`config.mk`:
```
export PLATFORM = sky130hd
export DESIGN_NAME = cpu_peripheral_io_bus
export DESIGN_NICKNAME = d
export VERILOG_FILES = /design/src/verilog/io_bus_pkg.sv /design/src/verilog/pin_sync.sv /design/src/verilog/cpu_peripheral_io_bus.sv
export SDC_FILE = /design/constraint.sdc
export NUM_CORES = 1
export LEC_CHECK = 0
export ABC_CLOCK_PERIOD_IN_PS = 2700
export BUFFER_PORTS_ARGS = -buffer_cell sky130_fd_sc_hd__buf_2
export CAP_MARGIN = 20
export CORE_ASPECT_RATIO = 1.25
export CORE_MARGIN = 4
export CORE_UTILIZATION = 45
export CTS_CLUSTER_DIAMETER = 200
export DETAILED_ROUTE_END_ITERATION = 8
export GPL_ROUTABILITY_DRIVEN = 0
export PLACE_DENSITY = 0.74
export SYNTH_ARGS = -nofsm -noshare
export SYNTH_HDL_FRONTEND = slang
export SYNTH_SLANG_ARGS = --single-unit
export TNS_END_PERCENT = 50
```
`constraint.sdc`:
```
create_clock -name pclk -period 2.7 [get_ports pclk]
set_input_delay 0 -clock pclk [delete_from_list [all_inputs] [get_ports pclk]]
set_output_delay 0 -clock pclk [all_outputs]
set_load 0.005 [all_outputs]
```
`src/verilog/io_bus_pkg.sv`:
```
// shared constants and types for the processor-side i/o bus sequencer
package io_bus_pkg;

	// ****************************************
	// clock and timing
	// ****************************************
	localparam int CLK_MHZ     = 50;
	localparam int SETUP_NS    = 100;  // select/data settle before strobe
	localparam int STROBE_NS   = 200;  // load strobe width
	localparam int HOLD_NS     = 100;  // select/data hold after strobe
	localparam int READ_NS     = 200;  // board answer settle on read
	localparam int SYSRST_NS   = 1000; // system reset pulse width
	localparam int SYNC_STAGES = 3;

	// least times round up to whole cycles
	function automatic int ns_to_cyc(input int ns);
		int c;
		c = (ns * CLK_MHZ + 999) / 1000;
		return (c < 1) ? 1 : c;
	endfunction

	localparam int SETUP_CYC  = ns_to_cyc(SETUP_NS);
	localparam int STROBE_CYC = ns_to_cyc(STROBE_NS);
	localparam int HOLD_CYC   = ns_to_cyc(HOLD_NS);
	localparam int READ_CYC   = ns_to_cyc(READ_NS) + SYNC_STAGES;
	localparam int SYSRST_CYC = ns_to_cyc(SYSRST_NS);
	localparam int CNT_W      = 8;

	// ****************************************
	// register map (byte addresses)
	// ****************************************
	localparam logic [7:0] CTRL_OFF   = 8'h00;
	localparam logic [7:0] CMD_OFF    = 8'h04;
	localparam logic [7:0] WDATA_OFF  = 8'h08;
	localparam logic [7:0] RDATA_OFF  = 8'h0c;
	localparam logic [7:0] STATUS_OFF = 8'h10;

	localparam int CTRL_RST_BIT  = 0;
	localparam int CMD_CODE_LSB  = 0;
	localparam int CMD_READ_BIT  = 8;
	localparam int ST_BUSY_BIT   = 0;
	localparam int ST_RST_BIT    = 1;
	localparam int ST_ATTN_LSB   = 2;
	localparam int ST_FLAG_LSB   = 5;

	localparam logic [5:0]  CODE_RESET  = 6'h00;
	localparam logic [15:0] WDATA_RESET = 16'h0000;

	// ****************************************
	// types
	// ****************************************
	typedef enum logic [2:0] {
		ST_IDLE   = 3'b000,
		ST_SETUP  = 3'b001,
		ST_STROBE = 3'b010,
		ST_WAIT   = 3'b011,
		ST_HOLD   = 3'b100
	} seq_state_type;

	// synchronised board inputs, active high, bit 0 of data is the msb
	typedef struct packed {
		logic [0:15] data;
		logic [2:0]  attn;  // 2 tape/floppy, 1 disc, 0 mux
		logic [4:0]  flags; // index = flag number
	} board_in_type;

	localparam int BOARD_IN_W = $bits(board_in_type);

endpackage

```
`src/verilog/pin_sync.sv`:
```
// three-stage pin synchroniser that accepts a change once stages two and three agree
module pin_sync #(
	parameter int WIDTH = 1
) (
	input  wire logic             clk,
	input  wire logic             rst_n,
	input  wire logic [WIDTH-1:0] pin_in,
	output logic      [WIDTH-1:0] level_out
);
	logic [WIDTH-1:0] s1_q;
	logic [WIDTH-1:0] s2_q;
	logic [WIDTH-1:0] s3_q;
	logic [WIDTH-1:0] level_q;
	logic [WIDTH-1:0] agree;

	// per bit: take the new value only where the later stages agree
	assign agree = ~(s2_q ^ s3_q);

	always_ff @(posedge clk or negedge rst_n) begin
		if (!rst_n) begin
			s1_q    <= '0;
			s2_q    <= '0;
			s3_q    <= '0;
			level_q <= '0;
		end else begin
			s1_q    <= pin_in;
			s2_q    <= s1_q;
			s3_q    <= s2_q;
			level_q <= (agree & s3_q) | (~agree & level_q);
		end
	end

	assign level_out = level_q;
endmodule // pin_sync

```
`src/verilog/cpu_peripheral_io_bus.sv`:
```
// processor-side i/o bus sequencer with apb register access
// Overview of operation
// - 16 data lines, line zero is msb; out on write, in on read.
// - one data path serves programmed i/o and data channel transfers; this sequencer runs programmed i/o cycles only.
// - drive six active-low select lines from instruction bits 10-15, line zero msb.
// - active-low system reset returns every peripheral interface to reset.
// - active-low load strobe pulse during output transfers loads board registers.
// - direction line low for write cycle, high for read cycle.
//
// Decided for this implementation: the APB interface to the registers and the register addresses.
module cpu_peripheral_io_bus (
	input  wire logic        pclk,
	input  wire logic        presetn,
	input  wire logic        psel,
	input  wire logic        penable,
	input  wire logic        pwrite,
	input  wire logic [7:0]  paddr,
	input  wire logic [31:0] pwdata,
	output logic      [31:0] prdata,
	output logic             pready,
	output logic             pslverr,
	input  wire logic [0:15] io_data_lines_in,
	output logic      [0:15] io_data_lines_out,
	output logic             io_data_lines_oe,
	output logic      [0:5]  device_select_lines_n,
	output logic             io_write_n,
	output logic             io_load_strobe_n,
	output logic             io_system_reset_n,
	input  wire logic        mux_attention_n,
	input  wire logic        disc_attention_n,
	input  wire logic        tape_attention_n,
	input  wire logic [0:4]  disc_status_flags_n
);
	// ****************************************
	// pin synchronisation
	// ****************************************
	logic [io_bus_pkg::BOARD_IN_W-1:0] raw_in;
	logic [io_bus_pkg::BOARD_IN_W-1:0] sync_out;
	io_bus_pkg::board_in_type          board;

	// inputs turned active high; flag n lands at flags[n]
	assign raw_in = {io_data_lines_in,
		~tape_attention_n, ~disc_attention_n, ~mux_attention_n,
		~disc_status_flags_n[4], ~disc_status_flags_n[3],
		~disc_status_flags_n[2], ~disc_status_flags_n[1],
		~disc_status_flags_n[0]};

	pin_sync #(
		.WIDTH(io_bus_pkg::BOARD_IN_W)
	) u_sync (
		.clk      (pclk),
		.rst_n    (presetn),
		.pin_in   (raw_in),
		.level_out(sync_out)
	);

	assign board = io_bus_pkg::board_in_type'(sync_out);

	// ****************************************
	// apb decode
	// ****************************************
	logic                           sysrst_active;
	io_bus_pkg::seq_state_type      state_q;
	io_bus_pkg::seq_state_type      state_d;
	logic                           busy;
	logic                           setup_phase;
	logic                           access;
	logic                           wr_en;
	logic                           hit_ctrl;
	logic                           hit_cmd;
	logic                           hit_wdata;
	logic                           hit_rdata;
	logic                           hit_status;
	logic                           mapped;
	logic                           cmd_refused;
	logic                           start_cmd;
	logic                           rst_req;

	assign access      = psel & penable;
	assign setup_phase = psel & ~penable;
	assign hit_ctrl    = (paddr == io_bus_pkg::CTRL_OFF);
	assign hit_cmd     = (paddr == io_bus_pkg::CMD_OFF);
	assign hit_wdata   = (paddr == io_bus_pkg::WDATA_OFF);
	assign hit_rdata   = (paddr == io_bus_pkg::RDATA_OFF);
	assign hit_status  = (paddr == io_bus_pkg::STATUS_OFF);
	assign mapped      = hit_ctrl | hit_cmd | hit_wdata | hit_rdata | hit_status;
	assign busy        = (state_q != io_bus_pkg::ST_IDLE);
	// a new cycle or data change is refused while a cycle or reset runs
	assign cmd_refused = (hit_cmd | hit_wdata) & pwrite & (busy | sysrst_active);
	assign wr_en       = access & pwrite & mapped & ~cmd_refused;
	assign start_cmd   = wr_en & hit_cmd;
	assign rst_req     = wr_en & hit_ctrl & pwdata[io_bus_pkg::CTRL_RST_BIT];

	assign pready  = 1'b1;
	assign pslverr = access & (~mapped | cmd_refused);

	// ****************************************
	// software registers
	// ****************************************
	logic [5:0]  code_q;
	logic [5:0]  code_d;
	logic        read_q;
	logic        read_d;
	logic [15:0] wdata_q;
	logic [15:0] rdata_q;
	logic [31:0] prdata_q;
	logic [31:0] rd_mux;
	logic [31:0] status_word;

	// command fields after this edge, so the pins never show a stale command
	assign code_d = start_cmd ? pwdata[io_bus_pkg::CMD_CODE_LSB +: 6] : code_q;
	assign read_d = start_cmd ? pwdata[io_bus_pkg::CMD_READ_BIT] : read_q;

	always_ff @(posedge pclk or negedge presetn) begin
		if (!presetn) begin
			code_q  <= io_bus_pkg::CODE_RESET;
			read_q  <= 1'b0;
			wdata_q <= io_bus_pkg::WDATA_RESET;
		end else begin
			code_q <= code_d;
			read_q <= read_d;
			if (wr_en && hit_wdata) begin
				wdata_q <= pwdata[15:0];
			end
		end
	end

	assign status_word = {22'h000000, board.flags, board.attn, sysrst_active, busy};

	assign rd_mux = hit_ctrl   ? {31'h00000000, sysrst_active} :
	                hit_cmd    ? {23'h000000, read_q, 2'b00, code_q} :
	                hit_wdata  ? {16'h0000, wdata_q} :
	                hit_rdata  ? {16'h0000, rdata_q} :
	                hit_status ? status_word : 32'h00000000;

	// read data registered in the setup phase, valid in the access phase
	always_ff @(posedge pclk or negedge presetn) begin
		if (!presetn) begin
			prdata_q <= 32'h00000000;
		end else if (setup_phase && !pwrite) begin
			prdata_q <= rd_mux;
		end
	end

	assign prdata = prdata_q;

	// ****************************************
	// system reset pulse
	// ****************************************
	logic [io_bus_pkg::CNT_W-1:0] rst_cnt_q;

	// loaded at power-up so every interface starts from reset
	always_ff @(posedge pclk or negedge presetn) begin
		if (!presetn) begin
			rst_cnt_q <= io_bus_pkg::CNT_W'(io_bus_pkg::SYSRST_CYC);
		end else if (rst_req) begin
			rst_cnt_q <= io_bus_pkg::CNT_W'(io_bus_pkg::SYSRST_CYC);
		end else if (rst_cnt_q != '0) begin
			rst_cnt_q <= rst_cnt_q - 1'b1;
		end
	end

	assign sysrst_active = (rst_cnt_q != '0);

	// ****************************************
	// bus cycle sequencer
	// ****************************************
	logic [io_bus_pkg::CNT_W-1:0] cnt_q;
	logic [io_bus_pkg::CNT_W-1:0] cnt_d;
	logic                         cnt_done;
	logic                         capture;

	assign cnt_done = (cnt_q == '0);
	assign capture  = (state_q == io_bus_pkg::ST_WAIT) && cnt_done;

	always_comb begin
		state_d = state_q;
		cnt_d   = cnt_done ? cnt_q : cnt_q - 1'b1;
		unique case (state_q)
			io_bus_pkg::ST_IDLE: begin
				if (start_cmd) begin
					state_d = io_bus_pkg::ST_SETUP;
					cnt_d   = io_bus_pkg::CNT_W'(io_bus_pkg::SETUP_CYC - 1);
				end
			end
			io_bus_pkg::ST_SETUP: begin
				if (cnt_done && read_q) begin
					state_d = io_bus_pkg::ST_WAIT;
					cnt_d   = io_bus_pkg::CNT_W'(io_bus_pkg::READ_CYC - 1);
				end else if (cnt_done) begin
					state_d = io_bus_pkg::ST_STROBE;
					cnt_d   = io_bus_pkg::CNT_W'(io_bus_pkg::STROBE_CYC - 1);
				end
			end
			io_bus_pkg::ST_STROBE, io_bus_pkg::ST_WAIT: begin
				if (cnt_done) begin
					state_d = io_bus_pkg::ST_HOLD;
					cnt_d   = io_bus_pkg::CNT_W'(io_bus_pkg::HOLD_CYC - 1);
				end
			end
			io_bus_pkg::ST_HOLD: begin
				if (cnt_done) begin
					state_d = io_bus_pkg::ST_IDLE;
				end
			end
			default: begin
				state_d = io_bus_pkg::ST_IDLE;
			end
		endcase
		// a system reset aborts any cycle in progress
		if (sysrst_active) begin
			state_d = io_bus_pkg::ST_IDLE;
			cnt_d   = '0;
		end
	end

	always_ff @(posedge pclk or negedge presetn) begin
		if (!presetn) begin
			state_q <= io_bus_pkg::ST_IDLE;
			cnt_q   <= '0;
		end else begin
			state_q <= state_d;
			cnt_q   <= cnt_d;
		end
	end

	// same data path for programmed i/o write and read words
	always_ff @(posedge pclk or negedge presetn) begin
		if (!presetn) begin
			rdata_q <= 16'h0000;
		end else if (capture) begin
			rdata_q <= board.data;
		end
	end

	// ****************************************
	// pin drivers
	// ****************************************
	logic [0:5]  sel_n_q;
	logic        write_n_q;
	logic        strobe_n_q;
	logic        oe_q;
	logic [0:15] dout_q;
	logic        in_cycle_d;

	assign in_cycle_d = (state_d != io_bus_pkg::ST_IDLE);

	always_ff @(posedge pclk or negedge presetn) begin
		if (!presetn) begin
			sel_n_q    <= 6'h3f;
			write_n_q  <= 1'b1;
			strobe_n_q <= 1'b1;
			oe_q       <= 1'b0;
			dout_q     <= 16'h0000;
		end else begin
			// select code bit 10 of the instruction lands on line zero
			sel_n_q    <= in_cycle_d ? ~code_d : 6'h3f;
			write_n_q  <= ~(in_cycle_d & ~read_d);
			strobe_n_q <= ~(state_d == io_bus_pkg::ST_STROBE);
			// data lines released on reads so the board may answer
			oe_q       <= in_cycle_d & ~read_d;
			dout_q     <= wdata_q;
		end
	end

	assign device_select_lines_n = sel_n_q;
	assign io_write_n            = write_n_q;
	assign io_load_strobe_n      = strobe_n_q;
	assign io_data_lines_oe      = oe_q;
	assign io_data_lines_out     = dout_q;
	assign io_system_reset_n     = ~sysrst_active;

endmodule // cpu_peripheral_io_bus

```
==> tab_implementation.tex <==
\begin{tabular}{lr}
\hline
Metric & Value \\
\hline
\multicolumn{2}{l}{\textbf{GRT}} \\
First-pass GRT wire length & 23,900 um \\
Antenna violations before repair & 0 \\
Vias in the first global route & 4,691 \\
Largest net degree at the start of global routing & 77 \\
Grt total ovfl & 0 \\
Total routing resource utilization after global routing & 16.7\% \\
\multicolumn{2}{l}{\textbf{Die}} \\
Area of the core region & 16,100 sq um \\
Floorplan die height & 151 um \\
Initial core utilization & 45.7\% \\
IO Count & 129 \\
Standard-cell row count & 52 \\
Total Die Area & 18,500 sq um \\
Chip width & 122 um \\
\multicolumn{2}{l}{\textbf{Route}} \\
Initial detailed-routing violation count & 285 \\
Routed len/inst & 15.9 um \\
Routed vias & 4,550 \\
Detailed-route DRC error count & 0 \\
Remaining number of nets flagged by the antenna check after routing & 0 \\
Average vias per placed instance & 5.01 \\
Final routed wirelength across all metal layers & 14,400 um \\
Pre-antenna DRT Iters & 4 \\
\multicolumn{2}{l}{\textbf{Clocking}} \\
Clock slew at reported path FFs & 70 ps \\
Buffer levels on the longest clock path & 2 \\
Root buffer cell & clkbuf\_16 \\
TritonCTS clock tree & built \\
Post-CTS setup buffer count & 0 \\
Insertion delay to the later sink of the worst-skew pair & 420 ps \\
Number of H-tree levels & 4 \\
Number of buffers inserted by hold repair at cts & 43 \\
CTS-repair resized insts & 0 \\
Number of buffers added by the clock tree synthesis step & 17 \\
Total clock sinks & 195 \\
\multicolumn{2}{l}{\textbf{Outcome}} \\
Result of the run & finished, final reports clean \\
\multicolumn{2}{l}{\textbf{Layout}} \\
Number of nets in the finished design & 751 \\
Most common cell after layout, fill and taps aside & dfrtp\_1 \\
Total of fill cells in the finished design & 1,358 \\
Antenna Diode Count & 0 \\
Top library cells by usage in the layout, fill and taps aside & 184 x dfrtp\_1, 94 x buf\_2, 43 x dlygate4sd3\_1 \\
Fraction of layout cells with a size suffix above 1 & 29.5\% \\
Area of the multi-input gates & 2260 sq um \\
Area occupied by registers & 4890 sq um \\
Layout overhead on the synthesized area & 23.3\% \\
\multicolumn{2}{l}{\textbf{STA}} \\
Period utilisation layout & 90.7\% \\
Worst max-slew margin expressed relative to the limit & 32.9\% \\
Upper clock frequency limit & 409 MHz \\
RSZ-0062 raised after global routing & no \\
Worst Max-Slew Pin Slew & 999 ps \\
Final critical delay including setup and external delays & 2450 ps \\
Final setup vio count & 0 \\
Max Slew Vio Count & 0 \\
Final Hold Viols & 0 \\
Total Negative Setup Slacks & 0 ps \\
Final clock skew & 8.09 ps \\
\multicolumn{2}{l}{\textbf{Hold path}} \\
Hold path startpoint & paddr[1] \\
Class of the tightest hold or removal check & input pin to flop \\
\multicolumn{2}{l}{\textbf{Synthesis}} \\
Main synth FF type & dfrtp\_1 \\
Avg Synthesized Cell Area & 13.9 sq um \\
Sequential share of the synthesized area & 66.4\% \\
Number of flops mapped to enable cells by yosys & 0 \\
Yosys synthesis warning count & 0 \\
Async SR Flop Fraction & 100\% \\
Syn Std Cell Area & 7370 sq um \\
Flip-flop and latch count after synthesis & 195 \\
Count of cell types in the netlist & 65 \\
Post-synthesis cell count & 531 \\
\multicolumn{2}{l}{\textbf{Pwr}} \\
Power Density & 681 nW/um\^{}2 \\
Total power after layout & 6.18 mW \\
Reported leakage power & 4.29 nW \\
Maximum VDD drop & 0.367 mV \\
\multicolumn{2}{l}{\textbf{Flow run}} \\
Count of maximum capacitance violations & 0 \\
\multicolumn{2}{l}{\textbf{Critical path}} \\
End of the worst register-to-register path & device\_select\_lines\_n[1] \\
Crit start category & flop \\
Crit-path leading delay family & simple AND/OR/NAND/NOR gates \\
CP max-delay cell & nor3\_1 \\
Largest fanout on the critical path & 8 \\
Worst path bufs/invs & 2 \\
Slowest cell delay on critical path & 820 ps \\
Cell Chain, Critical Path & inv\_1 -> ha\_1 -> nor3b\_2 -> nand2\_2 -> buf\_4 -> nor3\_1 -> a22oi\_1 \\
Startpoint of the worst register-to-register path & rst\_cnt\_q[0] \\
Worst Path Required & 3000 ps \\
Critical Path AT & 2750 ps \\
Logic depth of the worst path, buffers included & 7 \\
Timing startpoint of the critical path & rst\_cnt\_q[0] \\
R2R cell count & 7 \\
Flop2flop setup slack & 250 ps \\
Nature of the critical path endpoint & flop \\
Worst setup endpoint & device\_select\_lines\_n[1] \\
Path type of the worst setup path & flop to flop \\
\multicolumn{2}{l}{\textbf{Placement}} \\
I/O Buffers & 95 \\
DPL Wire Length & 9970 um \\
\hline
\end{tabular}
## stage by stage
step | area (sq um) | hold WS (ps) | cells | setup slack [ps] | util, %
after global placement | 8060 | -1.11 | 833 | 326 | 49.9
after detailed placement | 8060 | 5.18 | 833 | 259 | 49.9
after global routing | 9090 | 58.1 | 908 | 76.9 | 56.3
final | 9090 | 31.4 | 908 | 252 | 56.3
after floorplan | 7420 | -296 | 546 | 452 | -
after CTS | 9090 | 0.318 | 908 | 264 | 56.3
## how the worst min path moves through the flow
| stage | endpoint | cells after the start |
|---|---|---|
| after global placement | wdata_q[8] | 1 |
| after floorplan | async pin | 0 |
| after CTS | prdata[0] | 5 |
| after global routing | prdata[0] | 5 |
| after detailed placement | wdata_q[8] | 1 |
| final | prdata[0] | 5 |
## cell usage after synthesis (all sizes together), types with 3 or more instances
master / n / area (sq um)
nand2: 32 / 123
nand2b: 10 / 62.6
nor3b: 4 / 35.0
a22o: 5 / 43.8
a211o: 3 / 26.3
mux2: 41 / 518
nand3: 5 / 37.5
dfrtp: 184 / 4600
nand4b: 3 / 26.3
o21ai: 17 / 85.1
inv: 14 / 52.6
nor2: 26 / 97.6
nor4b: 3 / 26.3
or4: 3 / 26.3
a211oi: 4 / 35.0
nand3b: 3 / 22.5
nor2b: 7 / 43.8
nor3: 7 / 46.3
o21ba: 3 / 30.0
xnor2: 5 / 43.8
ha: 3 / 37.5
dfstp: 11 / 289
maj3: 24 / 240
a21oi: 16 / 80.1
a22oi: 9 / 67.6
o21a: 3 / 22.5
nor4: 7 / 80.1
o31ai: 4 / 30.0
o21bai: 4 / 30.0
clkbuf: 13 / 48.8
buf: 22 / 166
mux2i: 8 / 80.1
## routing by layer
layer / GRT usage [%] / up-vias / part of all wire, %
met5: 0 / - / 0
met4: 6.27 / 0 / 1.8
met3: 4.18 / 17 / 5.9
met2: 27.5 / 153 / 50
met1: 21.3 / 2258 / 42
li1: - / 2122 / -
## tightest hold or removal path, stage by stage
cell,delay [ps]
buf_2,70
nor2_1,70
nand2_1,80
o31a_1,130
a21oi_1,60
## logic make-up after synthesis
| logic type | count (synthesis) | synth area share (%) |
|---|---|---|
| adder cells (fa/ha/maj) | 27 | 3.77 |
| AND/OR/NAND/NOR | 120 | 9.48 |
| AO/OA/AOI/OAI | 81 | 7.61 |
| XOR/XNOR | 7 | 0.832 |
| other | 2 | 0.102 |
| multiplexers | 49 | 8.12 |
| buffers and inverters | 50 | 3.68 |
| flip-flops | 195 | 66.4 |
## power breakdown
group,leakage (nW),switching [mW],internal (mW)
Sequential,2.45,0.122,3.09
Combinational,1.54,0.247,0.243
Clock,0.293,1.04,1.44
## layout make-up
cell class                 count  area share, %
timing repair buffer         149           11.1
inverter                      15          0.620
clock buffer                  21           5.18
multi-input combinational    301           24.9
sequential                   195           53.9
clock inverter                11           1.39
tap                          216           2.97
Note: power is estimated with default switching activity, not from simulation.
